`src/inc/status_pkg.sv`:
```
// Package with constants and carrier types for the status select and power-save block
package status_pkg;
  localparam int CHANNELS = 16;
  localparam int SR_WIDTH = 17;
  localparam logic [1:0] SEL_NONE  = 2'h0;
  localparam logic [1:0] SEL_OPEN  = 2'h1;
  localparam logic [1:0] SEL_SHORT = 2'h2;
  localparam logic [1:0] SEL_LEAK  = 2'h3;
  localparam logic [1:0] CUR_OFF   = 2'h0;
  localparam int SR_TOP_BIT = 16;
  localparam logic [15:0] ONOFF_RESET = 16'h0000;
  localparam logic [15:0] CTRL_RESET  = 16'hE67F;
  localparam int CTRL_SEL_LO   = 7;
  localparam int CTRL_THR_LO   = 9;
  localparam int CTRL_CUR_LO   = 11;
  localparam int CTRL_WIN_LO   = 13;
  localparam int CTRL_PS_BIT   = 15;
  localparam int CLK_MHZ        = 200;
  localparam int BLIND_NS       = 500;
  localparam int BLIND_CYCLES   = (BLIND_NS * CLK_MHZ + 999) / 1000;
  localparam int WAKE_US        = 20;
  localparam int WAKE_CYCLES    = WAKE_US * CLK_MHZ;
  localparam int OSC_DIV        = 10;
  localparam int WIN0_OSC       = 17;
  localparam int WIN1_OSC       = 33;
  localparam int WIN2_OSC       = 65;
  localparam int WIN3_OSC       = 129;

  // Per-channel comparator results from the analog front end
  typedef struct packed {
    logic [15:0] below_open;
    logic [3:0][15:0] above_short;
    logic [15:0] leak;
  } detect_t;

  // Global flags
  typedef struct packed {
    logic thermal_error_flag;
    logic pre_thermal_warning;
    logic ref_short_flag;
  } flags_t;
endpackage

```
`src/logic/sync2.sv`:
```
// Two-flop synchroniser for a vector of pin levels
`timescale 1ns/1ps
`default_nettype none
module sync2 #(
  parameter int W = 1
) (
  // Clock and reset
  input  wire logic         clk,
  input  wire logic         resetn,
  // Levels
  input  wire logic [W-1:0] d,
  output logic      [W-1:0] q
);
  logic [W-1:0] meta_r;

  always_ff @(posedge clk or negedge resetn)
  begin
    if (!resetn)
    begin
      meta_r <= '0;
      q      <= '0;
    end
    else
    begin
      meta_r <= d;
      q      <= meta_r;
    end
  end
endmodule
`default_nettype wire

```
`src/logic/win_timer.sv`:
```
// Down counter that pulses done when a loaded count runs out
`timescale 1ns/1ps
`default_nettype none
module win_timer #(
  parameter int W = 16
) (
  // Clock and reset
  input  wire logic         clk,
  input  wire logic         resetn,
  // Control
  input  wire logic         start,
  input  wire logic         abort,
  input  wire logic [W-1:0] count,
  output logic              busy,
  output logic              done
);
  logic [W-1:0] cnt_r;

  always_ff @(posedge clk or negedge resetn)
  begin
    if (!resetn)
    begin
      cnt_r <= '0;
      busy  <= 1'b0;
      done  <= 1'b0;
    end
    else
    begin
      done <= 1'b0;
      if (start)
      begin
        cnt_r <= count;
        busy  <= 1'b1;
      end
      else if (abort)
        busy <= 1'b0;
      else if (busy)
      begin
        if (cnt_r <= W'(1))
        begin
          busy <= 1'b0;
          done <= 1'b1;
        end
        cnt_r <= cnt_r - W'(1);
      end
    end
  end
endmodule
`default_nettype wire

```
`src/logic/status_select.sv`:
```
// Status word selection, detector capture and power-save control of the LED sink driver
//
// Overview of operation
// - Select 00 leaves shift register untouched
// - Select 01 loads open-detect or thermal word
// - Thermal shutdown forces outputs off, open reads ones
// - Select 10 loads short-detect or warning word
// - Short bit follows chosen threshold comparator
// - Select 11 loads leakage or reference-short word
// - Leakage bit set for leaking output that is switched off
// - Power-save only while enable bit is one
// - Enter power-save on all-zero on/off latch
// - Stay in power-save until shift clock rises
// - Enable zero never enters power-save
// - Open bit set when output below threshold
// - Disabled channels report zero open and short bits unless invisible mode
// - Select 01 captures open word at blank rise
// - Invisible mode captures at window end
// - Ignore detectors 0.5 us after turn-on
// - No detection until wake delay elapses
// - Captured word shifts out on serial output
// - Top bit zero loads status in the same strobe as on/off copy
// - Sink current 00 disables invisible mode
// - Serial output advances each shift clock rise
`timescale 1ns/1ps
`default_nettype none
module status_select
  import status_pkg::*;
#(
  parameter int WAKE_CNT = WAKE_CYCLES
) (
  // Clock and reset
  input  wire logic                 CLK,
  input  wire logic                 RESETN,
  // Serial link pins from the controller
  input  wire logic                 SERIAL_IN,
  input  wire logic                 SHIFT_CLK,
  input  wire logic                 LATCH_STROBE,
  input  wire logic                 BLANK,
  // Analog detector results
  input  wire status_pkg::detect_t  DETECT,
  input  wire status_pkg::flags_t   FLAGS,
  // Outputs
  output logic                      SERIAL_OUT,
  output logic [15:0]               CHANNEL_OUTPUT,
  output logic                      POWER_SAVE,
  output logic                      STATUS_VALID,
  output logic [15:0]               CTRL_WORD
);
  import status_pkg::*;

  //////////////////////////////////////////////////////////////////////////////
  // Synchronisers
  logic [3:0] pins_s;
  logic       sclk_d_r;
  logic       lat_d_r;
  logic       blank_d_r;

  sync2 #(.W(4)) u_sync (
    .clk    (CLK),
    .resetn (RESETN),
    .d      ({SERIAL_IN, SHIFT_CLK, LATCH_STROBE, BLANK}),
    .q      (pins_s)
  );

  wire sin_s     = pins_s[3];
  wire sclk_rise = pins_s[2] & ~sclk_d_r;
  wire lat_rise  = pins_s[1] & ~lat_d_r;
  wire blank_s   = pins_s[0];
  wire blank_rise = blank_s & ~blank_d_r;
  wire blank_fall = ~blank_s & blank_d_r;

  //////////////////////////////////////////////////////////////////////////////
  // Control fields
  logic [SR_WIDTH-1:0] sr_r;
  logic [15:0]         onoff_r;
  logic [15:0]         ctrl_r;
  logic [15:0]         holder_r;
  logic                ps_r;
  logic                hold_valid_r;

  wire [1:0] status_select      = ctrl_r[CTRL_SEL_LO +: 2];
  wire [1:0] short_threshold_sel = ctrl_r[CTRL_THR_LO +: 2];
  wire [1:0] detect_sink_current = ctrl_r[CTRL_CUR_LO +: 2];
  wire [1:0] detect_window_time  = ctrl_r[CTRL_WIN_LO +: 2];
  wire       low_power_enable    = ctrl_r[CTRL_PS_BIT];
  wire       invisible_detection = (detect_sink_current != CUR_OFF);

  function automatic logic [15:0] win_cycles(input logic [1:0] sel);
    int osc;
    osc = WIN0_OSC;
    case (sel)
      2'h0: osc = WIN0_OSC;
      2'h1: osc = WIN1_OSC;
      2'h2: osc = WIN2_OSC;
      default: osc = WIN3_OSC;
    endcase
    return 16'(osc * OSC_DIV);
  endfunction

  //////////////////////////////////////////////////////////////////////////////
  // Detector words
  wire        tsd = FLAGS.thermal_error_flag;
  wire [15:0] mask = invisible_detection ? 16'hFFFF : onoff_r;
  wire [15:0] open_detect  = tsd ? 16'hFFFF : (DETECT.below_open & mask);
  wire [15:0] short_detect = FLAGS.pre_thermal_warning ? 16'hFFFF
                           : (DETECT.above_short[short_threshold_sel] & mask);
  wire [15:0] leakage_detect = FLAGS.ref_short_flag ? 16'hFFFF
                             : (DETECT.leak & ~onoff_r);

  wire [15:0] picked = (status_select == SEL_OPEN)  ? open_detect :
                       (status_select == SEL_SHORT) ? short_detect :
                       leakage_detect;

  //////////////////////////////////////////////////////////////////////////////
  // Blind time after turn-on, wake delay, invisible window
  logic [15:0] blind_r;
  logic [15:0] wake_r;
  wire         blind = (blind_r != 16'h0000);
  wire         waking = (wake_r != 16'h0000);
  wire         det_ok = ~ps_r & ~waking;
  logic        win_busy;
  logic        win_done;

  win_timer #(.W(16)) u_win (
    .clk    (CLK),
    .resetn (RESETN),
    .start  (blank_fall & invisible_detection & det_ok),
    .abort  (blank_rise),
    .count  (win_cycles(detect_window_time)),
    .busy   (win_busy),
    .done   (win_done)
  );

  wire win_stop = win_done | (blank_rise & win_busy);
  wire cap_evt  = invisible_detection ? win_stop : blank_rise;
  wire cap_ok   = cap_evt & det_ok & ~blind & (status_select != SEL_NONE);

  //////////////////////////////////////////////////////////////////////////////
  // Latch strobe decode
  wire        to_ctrl   = sr_r[SR_TOP_BIT];
  wire [15:0] new_onoff = to_ctrl ? onoff_r : sr_r[15:0];
  wire        ps_enter  = lat_rise & (new_onoff == 16'h0000)
                        & (to_ctrl ? sr_r[CTRL_PS_BIT] : low_power_enable);
  wire        load_sid  = lat_rise & ~to_ctrl & (status_select != SEL_NONE);

  always_ff @(posedge CLK or negedge RESETN)
  begin
    if (!RESETN)
    begin
      sclk_d_r  <= 1'b0;
      lat_d_r   <= 1'b0;
      // Matches the synchroniser's reset level so no false blank edge follows reset
      blank_d_r <= 1'b0;
    end
    else
    begin
      sclk_d_r  <= pins_s[2];
      lat_d_r   <= pins_s[1];
      blank_d_r <= blank_s;
    end
  end

  // Shift register: shifting and status load never coincide in practice
  always_ff @(posedge CLK or negedge RESETN)
  begin
    if (!RESETN)
      sr_r <= '0;
    else if (load_sid)
      sr_r <= {sr_r[SR_TOP_BIT], holder_r};
    else if (sclk_rise)
      sr_r <= {sr_r[SR_WIDTH-2:0], sin_s};
  end

  always_ff @(posedge CLK or negedge RESETN)
  begin
    if (!RESETN)
    begin
      onoff_r <= ONOFF_RESET;
      ctrl_r  <= CTRL_RESET;
    end
    else if (lat_rise)
    begin
      onoff_r <= new_onoff;
      if (to_ctrl)
        ctrl_r <= sr_r[15:0];
    end
  end

  // Power-save holds until the next shift clock rise; wake delay then counts down
  always_ff @(posedge CLK or negedge RESETN)
  begin
    if (!RESETN)
    begin
      ps_r   <= 1'b0;
      wake_r <= 16'h0000;
    end
    else if (ps_enter)
      ps_r <= 1'b1;
    else if (ps_r && sclk_rise)
    begin
      ps_r   <= 1'b0;
      wake_r <= 16'(WAKE_CNT);
    end
    else if (waking)
      wake_r <= wake_r - 16'h0001;
  end

  // Blind counter restarts whenever a latch strobe adds a channel to the on/off word
  wire [15:0] drive = (tsd || ps_r) ? 16'h0000 : onoff_r;
  always_ff @(posedge CLK or negedge RESETN)
  begin
    if (!RESETN)
      blind_r <= 16'h0000;
    else if (|(new_onoff & ~onoff_r) && lat_rise)
      blind_r <= 16'(BLIND_CYCLES);
    else if (blind)
      blind_r <= blind_r - 16'h0001;
  end

  always_ff @(posedge CLK or negedge RESETN)
  begin
    if (!RESETN)
    begin
      holder_r     <= 16'h0000;
      hold_valid_r <= 1'b0;
    end
    else if (cap_ok)
    begin
      holder_r     <= picked;
      hold_valid_r <= 1'b1;
    end
    else if (ps_enter || (ps_r && sclk_rise))
      hold_valid_r <= 1'b0;
  end

  //////////////////////////////////////////////////////////////////////////////
  // Registered outputs
  always_ff @(posedge CLK or negedge RESETN)
  begin
    if (!RESETN)
    begin
      SERIAL_OUT     <= 1'b0;
      CHANNEL_OUTPUT <= 16'h0000;
      POWER_SAVE     <= 1'b0;
      STATUS_VALID   <= 1'b0;
      CTRL_WORD      <= CTRL_RESET;
    end
    else
    begin
      SERIAL_OUT     <= sr_r[SR_TOP_BIT];
      CHANNEL_OUTPUT <= drive;
      POWER_SAVE     <= ps_r;
      STATUS_VALID   <= hold_valid_r & ~waking;
      CTRL_WORD      <= ctrl_r;
    end
  end

  //////////////////////////////////////////////////////////////////////////////
  // Assertions
  a_none_keeps_sr: assert property (@(posedge CLK) disable iff (!RESETN)
    (lat_rise && status_select == SEL_NONE && !sclk_rise) |=> sr_r == $past(sr_r))
    else $error("select 00 changed shift register");

  a_sid_load_word: assert property (@(posedge CLK) disable iff (!RESETN)
    load_sid |=> sr_r[15:0] == $past(holder_r))
    else $error("status word not loaded");

  a_thermal_off: assert property (@(posedge CLK) disable iff (!RESETN)
    tsd |=> CHANNEL_OUTPUT == 16'h0000)
    else $error("outputs on during thermal shutdown");

  a_ps_needs_en: assert property (@(posedge CLK) disable iff (!RESETN)
    (lat_rise && !to_ctrl && !low_power_enable) |=> !ps_r)
    else $error("power-save entered while disabled");

  a_ps_enter: assert property (@(posedge CLK) disable iff (!RESETN)
    ps_enter |=> ps_r ##1 POWER_SAVE)
    else $error("power-save not entered");

  a_ps_hold: assert property (@(posedge CLK) disable iff (!RESETN)
    (ps_r && !sclk_rise) |=> ps_r)
    else $error("power-save left without shift clock");

  a_wake_blocks: assert property (@(posedge CLK) disable iff (!RESETN)
    (ps_r && sclk_rise && !ps_enter) |=> !cap_ok [*8])
    else $error("capture during wake delay");

  a_blind_blocks: assert property (@(posedge CLK) disable iff (!RESETN)
    blind |-> !cap_ok)
    else $error("capture inside blind time");

  a_serial_top: assert property (@(posedge CLK) disable iff (!RESETN)
    sclk_rise && !load_sid |=> ##1 SERIAL_OUT == $past(sr_r[SR_TOP_BIT-1], 2))
    else $error("serial output did not advance");

  //////////////////////////////////////////////////////////////////////////////
  // Capture, wake, power-save output, control-write and detector-word guards

  a_valid_wake: assert property (@(posedge CLK) disable iff (!RESETN)
    waking |=> !STATUS_VALID)
    else $error("status flagged valid during wake delay");

  a_ps_out_off: assert property (@(posedge CLK) disable iff (!RESETN)
    ps_r |=> CHANNEL_OUTPUT == 16'h0000)
    else $error("outputs driven in power-save");

  a_ctrl_no_sid: assert property (@(posedge CLK) disable iff (!RESETN)
    (lat_rise && to_ctrl && !sclk_rise) |=> sr_r == $past(sr_r))
    else $error("control write changed shift register");

  a_cap_needs_sel: assert property (@(posedge CLK) disable iff (!RESETN)
    (status_select == SEL_NONE) |-> !cap_ok)
    else $error("capture with no detector selected");

  a_cap_holder: assert property (@(posedge CLK) disable iff (!RESETN)
    cap_ok |=> holder_r == $past(picked))
    else $error("holder missed captured word");

  // Window opens on every blank fall with invisible mode on and detection allowed
  a_win_start: assert property (@(posedge CLK) disable iff (!RESETN)
    (blank_fall && invisible_detection && det_ok) |=> win_busy)
    else $error("detection window did not start");

  a_ref_short_word: assert property (@(posedge CLK) disable iff (!RESETN)
    (FLAGS.ref_short_flag && status_select == SEL_LEAK) |-> picked == 16'hFFFF)
    else $error("reference short did not force all ones");
endmodule
`default_nettype wire

```
`config.mk`:
```
export PLATFORM = sky130hd
export DESIGN_NAME = status_select
export DESIGN_NICKNAME = d
export VERILOG_FILES = /design/src/inc/status_pkg.sv /design/src/logic/sync2.sv /design/src/logic/win_timer.sv /design/src/logic/status_select.sv
export SDC_FILE = /design/constraint.sdc
export NUM_CORES = 1
export LEC_CHECK = 0
export BUFFER_PORTS_ARGS = -buffer_cell sky130_fd_sc_hd__buf_2
export CAP_MARGIN = 25
export CELL_PAD_IN_SITES_DETAIL_PLACEMENT = 1
export CELL_PAD_IN_SITES_GLOBAL_PLACEMENT = 2
export CORE_MARGIN = 1
export CORE_UTILIZATION = 35
export CTS_BUF_LIST = sky130_fd_sc_hd__clkbuf_4 sky130_fd_sc_hd__clkbuf_8
export CTS_CLUSTER_DIAMETER = 30
export DETAILED_ROUTE_END_ITERATION = 10
export PLACE_DENSITY_LB_ADDON = 0.05
export RECOVER_POWER = 25
export SETUP_SLACK_MARGIN = 0.1
export SLEW_MARGIN = 20
export SYNTH_ARGS = -nofsm -noshare
export SYNTH_HDL_FRONTEND = slang
export SYNTH_HIERARCHICAL = 1
export SYNTH_SLANG_ARGS = --single-unit
```
`constraint.sdc`:
```
create_clock -name CLK -period 8.6 [get_ports CLK]
set_input_delay 2.58 -clock CLK [delete_from_list [all_inputs] [get_ports CLK]]
set_output_delay 2.58 -clock CLK [all_outputs]
set_load 0.01 [all_outputs]
```
==> summary.txt <==
STA
  – Period minus WS final: 3710 ps
  – Setup Viol. Count Final: 0
  – Headroom to the max-slew limit: 17.3%
  – Peak Freq: 270 MHz
  – Setup_tns: 0 ps
  – RSZ-0062 raised after global routing: false
  – Final Hold Viols: 0
  – Final Slew Violations: 0
  – Setup Skew: 22.8 ps
  – Period utilization: 43.1%
  – Hold slack final: 359 ps
  – Slew @ Worst Pin: 1240 ps

Synthesis
  – Top-area cell type share of the netlist area: 43.2%
  – Avg Cell Area, Syn: 10.7 um^2
  – Cells taking the most area after synthesis: dfrtp_1 43%, dfstp_2 7.8%, mux4_2 4.5%
  – Cell with the most instances after synthesis: dfrtp_1
  – Synth Warn #: 6
  – Prevailing post-synth register cell: dfrtp_1
  – Most area-hungry cell type in the Yosys netlist: dfrtp_1
  – FF+latch count, synth: 163
  – Distinct cells, synth: 69
  – Sequential-to-total area share from yosys stat: 51.0%
  – Share of flip-flops with an asynchronous set or reset: 100%
  – Gate Count Post-Synth: 755
  – Synth cell count leaders: 139 x dfrtp_1, 74 x nand2_1, 60 x o21ai_0, 45 x nor2_1, 36 x a21oi_1
  – Post-synth EDFFs: 0
  – Syn Std Cell Area: 8050 um^2

Power
  – Seq pwr share: 50.9%
  – Switching part of the total power: 36.5%
  – Power per cell area: 217 nW/um^2
  – Combinational share of power: 21.5%
  – P_sw: 0.750 mW
  – VDD IR max: 0.0000983 V
  – Pint: 1.30 mW
  – Leak Pwr: 4.26 nW
  – Clock power frac: 27.6%

CTS
  – Total CTS buffers: 17
  – CTS tree: built
  – Clock root cell: clkbuf_8
  – Worst-path clk slew: 110 ps
  – Hold-fix buffer count after cts: 0
  – Setup Buffers After CTS: 0
  – CTS resizes: 0
  – CTS sink count: 163
  – Clk Latency, worst-skew pair: 470 ps
  – Max Buffers Root-to-Sink: 2
  – H-Tree Depth: 4

Floorplanning
  – Die Y: 154 um
  – Core area: 22600 um^2
  – Initial core utilization: 35.7%
  – Die span in x: 154 um
  – DIE AREA: 23600 um^2
  – I/O pins: 140
  – Cell row count: 55

Placed design
  – Gpl congestion: 0.835
  – IO Port Bufs: 139
  – Post-DP HPWL: 17100 um

Worst hold path
  – Hold/Removal Path Class: flop to flop

Global route
  – Vias in the first global route: 7064
  – Initial antenna violation count: 1
  – Global-route wire length before repair: 39000 um
  – Largest net degree at the start of global routing: 91
  – Global route overflow: 0
  – All-Layer GR Usage: 21.2%

Worst setup path
  – CP cell instances: buf_2
  – CP bufs+invs: 1
  – Critical setup path kind: flop to output pin
  – Critical path launch point type: flop
  – CP Data Required Time: 6020 ps
  – CP endpoint kind: output pin
  – Worst-path maximum fanout: 1
  – Max incr delay on CP: 540 ps
  – Worst EP arrival: 1130 ps
  – Crit path max-delay family: flip-flops
  – Slowest stage cell, crit path: dfstp_2

Drt
  – Drt wl/cell: 20.0 um
  – Antenna-violating nets left: 0
  – Via density: 5.41
  – Post-route DRC: 0
  – Iter 0 DRT Violations: 133
  – Drt first pass iters: 4
  – Via count: 6445
  – Final WL: 23800 um

Run status
  – Run status: complete, no violations

Cells and area
  – Nets: 1004
  – Synth-to-Final Area Change: 17.4%
  – Ratio of cells with drive above 1 in the final layout: 27.2%
  – Filler cells: 2590

Run
  – Maxcap violations: 0
[per-layer routing]
layer	share of wire [%]	GRT usage, %
met1	44	26.4
met2	52	37.4
met3	2.7	3.78
met5	0	0
met4	1.8	6.33
[layout make-up]
type	instances	area (um^2)	share of cell area, %
diodes	1	2.50	0.0265
clock buffers	17	234	2.47
clock inverters	15	159	1.68
inverters	23	86.3	0.913
multi-input cells	538	3730	39.4
flip-flops and latches	163	4110	43.5
well taps	285	357	3.77
repair buffers	149	778	8.23
[cells in the final DEF (no fill, tap or decap), types with 17 or more instances in the layout]
| cell | n |
|---|---|
| inv_1 | 23 |
| nand2_1 | 74 |
| a211oi_1 | 18 |
| nor2_1 | 45 |
| o21ai_0 | 61 |
| buf_2 | 138 |
| clkbuf_8 | 17 |
| nor3_1 | 20 |
| dfrtp_1 | 139 |
| nand2b_1 | 19 |
| a21oi_1 | 36 |
| mux2_2 | 19 |
[cells by family after synthesis]
kind of cell / Yosys count / share of synthesized area [%]
mux: 63 / 11.3
buf+inv: 62 / 3.14
other cells: 2 / 0.0933
fa+ha+maj: 7 / 1.09
xor+xnor: 21 / 2.28
flops: 163 / 51.0
compound gates: 167 / 12.8
simple gates: 270 / 18.3
[registers in the layout, summed over array words and instances (netlist names), 4 cells and up]
name / flops
sr_r: 17
CTRL_WORD: 16
u_sync/q: 4
u_sync/meta_r: 4
holder_r: 16
CHANNEL_OUTPUT: 16
ctrl_r: 16
wake_r: 16
blind_r: 16
onoff_r: 16
u_win/cnt_r: 16
[final timing paths]
path	end	start	cells after the start	slack, ps
max in group asynchronous	onoff_r[5]$_DFFE_PN0N_	RESETN	2	4910
min	u_sync/q[3]$_DFF_PN0_	u_sync/meta_r[3]$_DFF_PN0_	0	360
max	CTRL_WORD[10]	CTRL_WORD[10]$_DFF_PN1_	1	4890
min in group asynchronous	u_win/cnt_r[3]$_DFFE_PN0P_	RESETN	1	2180
max reg2reg	sr_r[0]$_DFFE_PN0P_	sr_r[16]$_DFFE_PN0P_	7	5130
min reg2reg	u_sync/q[3]$_DFF_PN0_	u_sync/meta_r[3]$_DFF_PN0_	0	360
[power groups by stage]
| stage | Clock [mW] | Combinational [mW] | Sequential, mW |
|---|---|---|---|
| floorplan | 0 | 0.297 | 1.00 |
| finish | 0.567 | 0.441 | 1.04 |
| global route | 0.622 | 0.496 | 1.07 |
| detailed placement | 0 | 0.448 | 1.06 |
| CTS | 0.588 | 0.449 | 1.05 |
| global placement | 0 | 0.424 | 1.05 |
[metrics by stage]
stage / std cells / util [%] / power [mW] / worst slack (ps) / area, um^2
after global routing: 1191 / 41.9 / 2.19 / 4640 / 9460
after CTS: 1190 / 42.0 / 2.08 / 4810 / 9480
after global placement: 1157 / 40.1 / 1.48 / 4360 / 9050
after floorplan: 763 / - / 1.30 / 4900 / 8080
after detailed placement: 1158 / 40.2 / 1.51 / 4300 / 9080
final: 1191 / 41.9 / 2.05 / 4890 / 9460
Note: power is estimated with default switching activity, not from simulation.
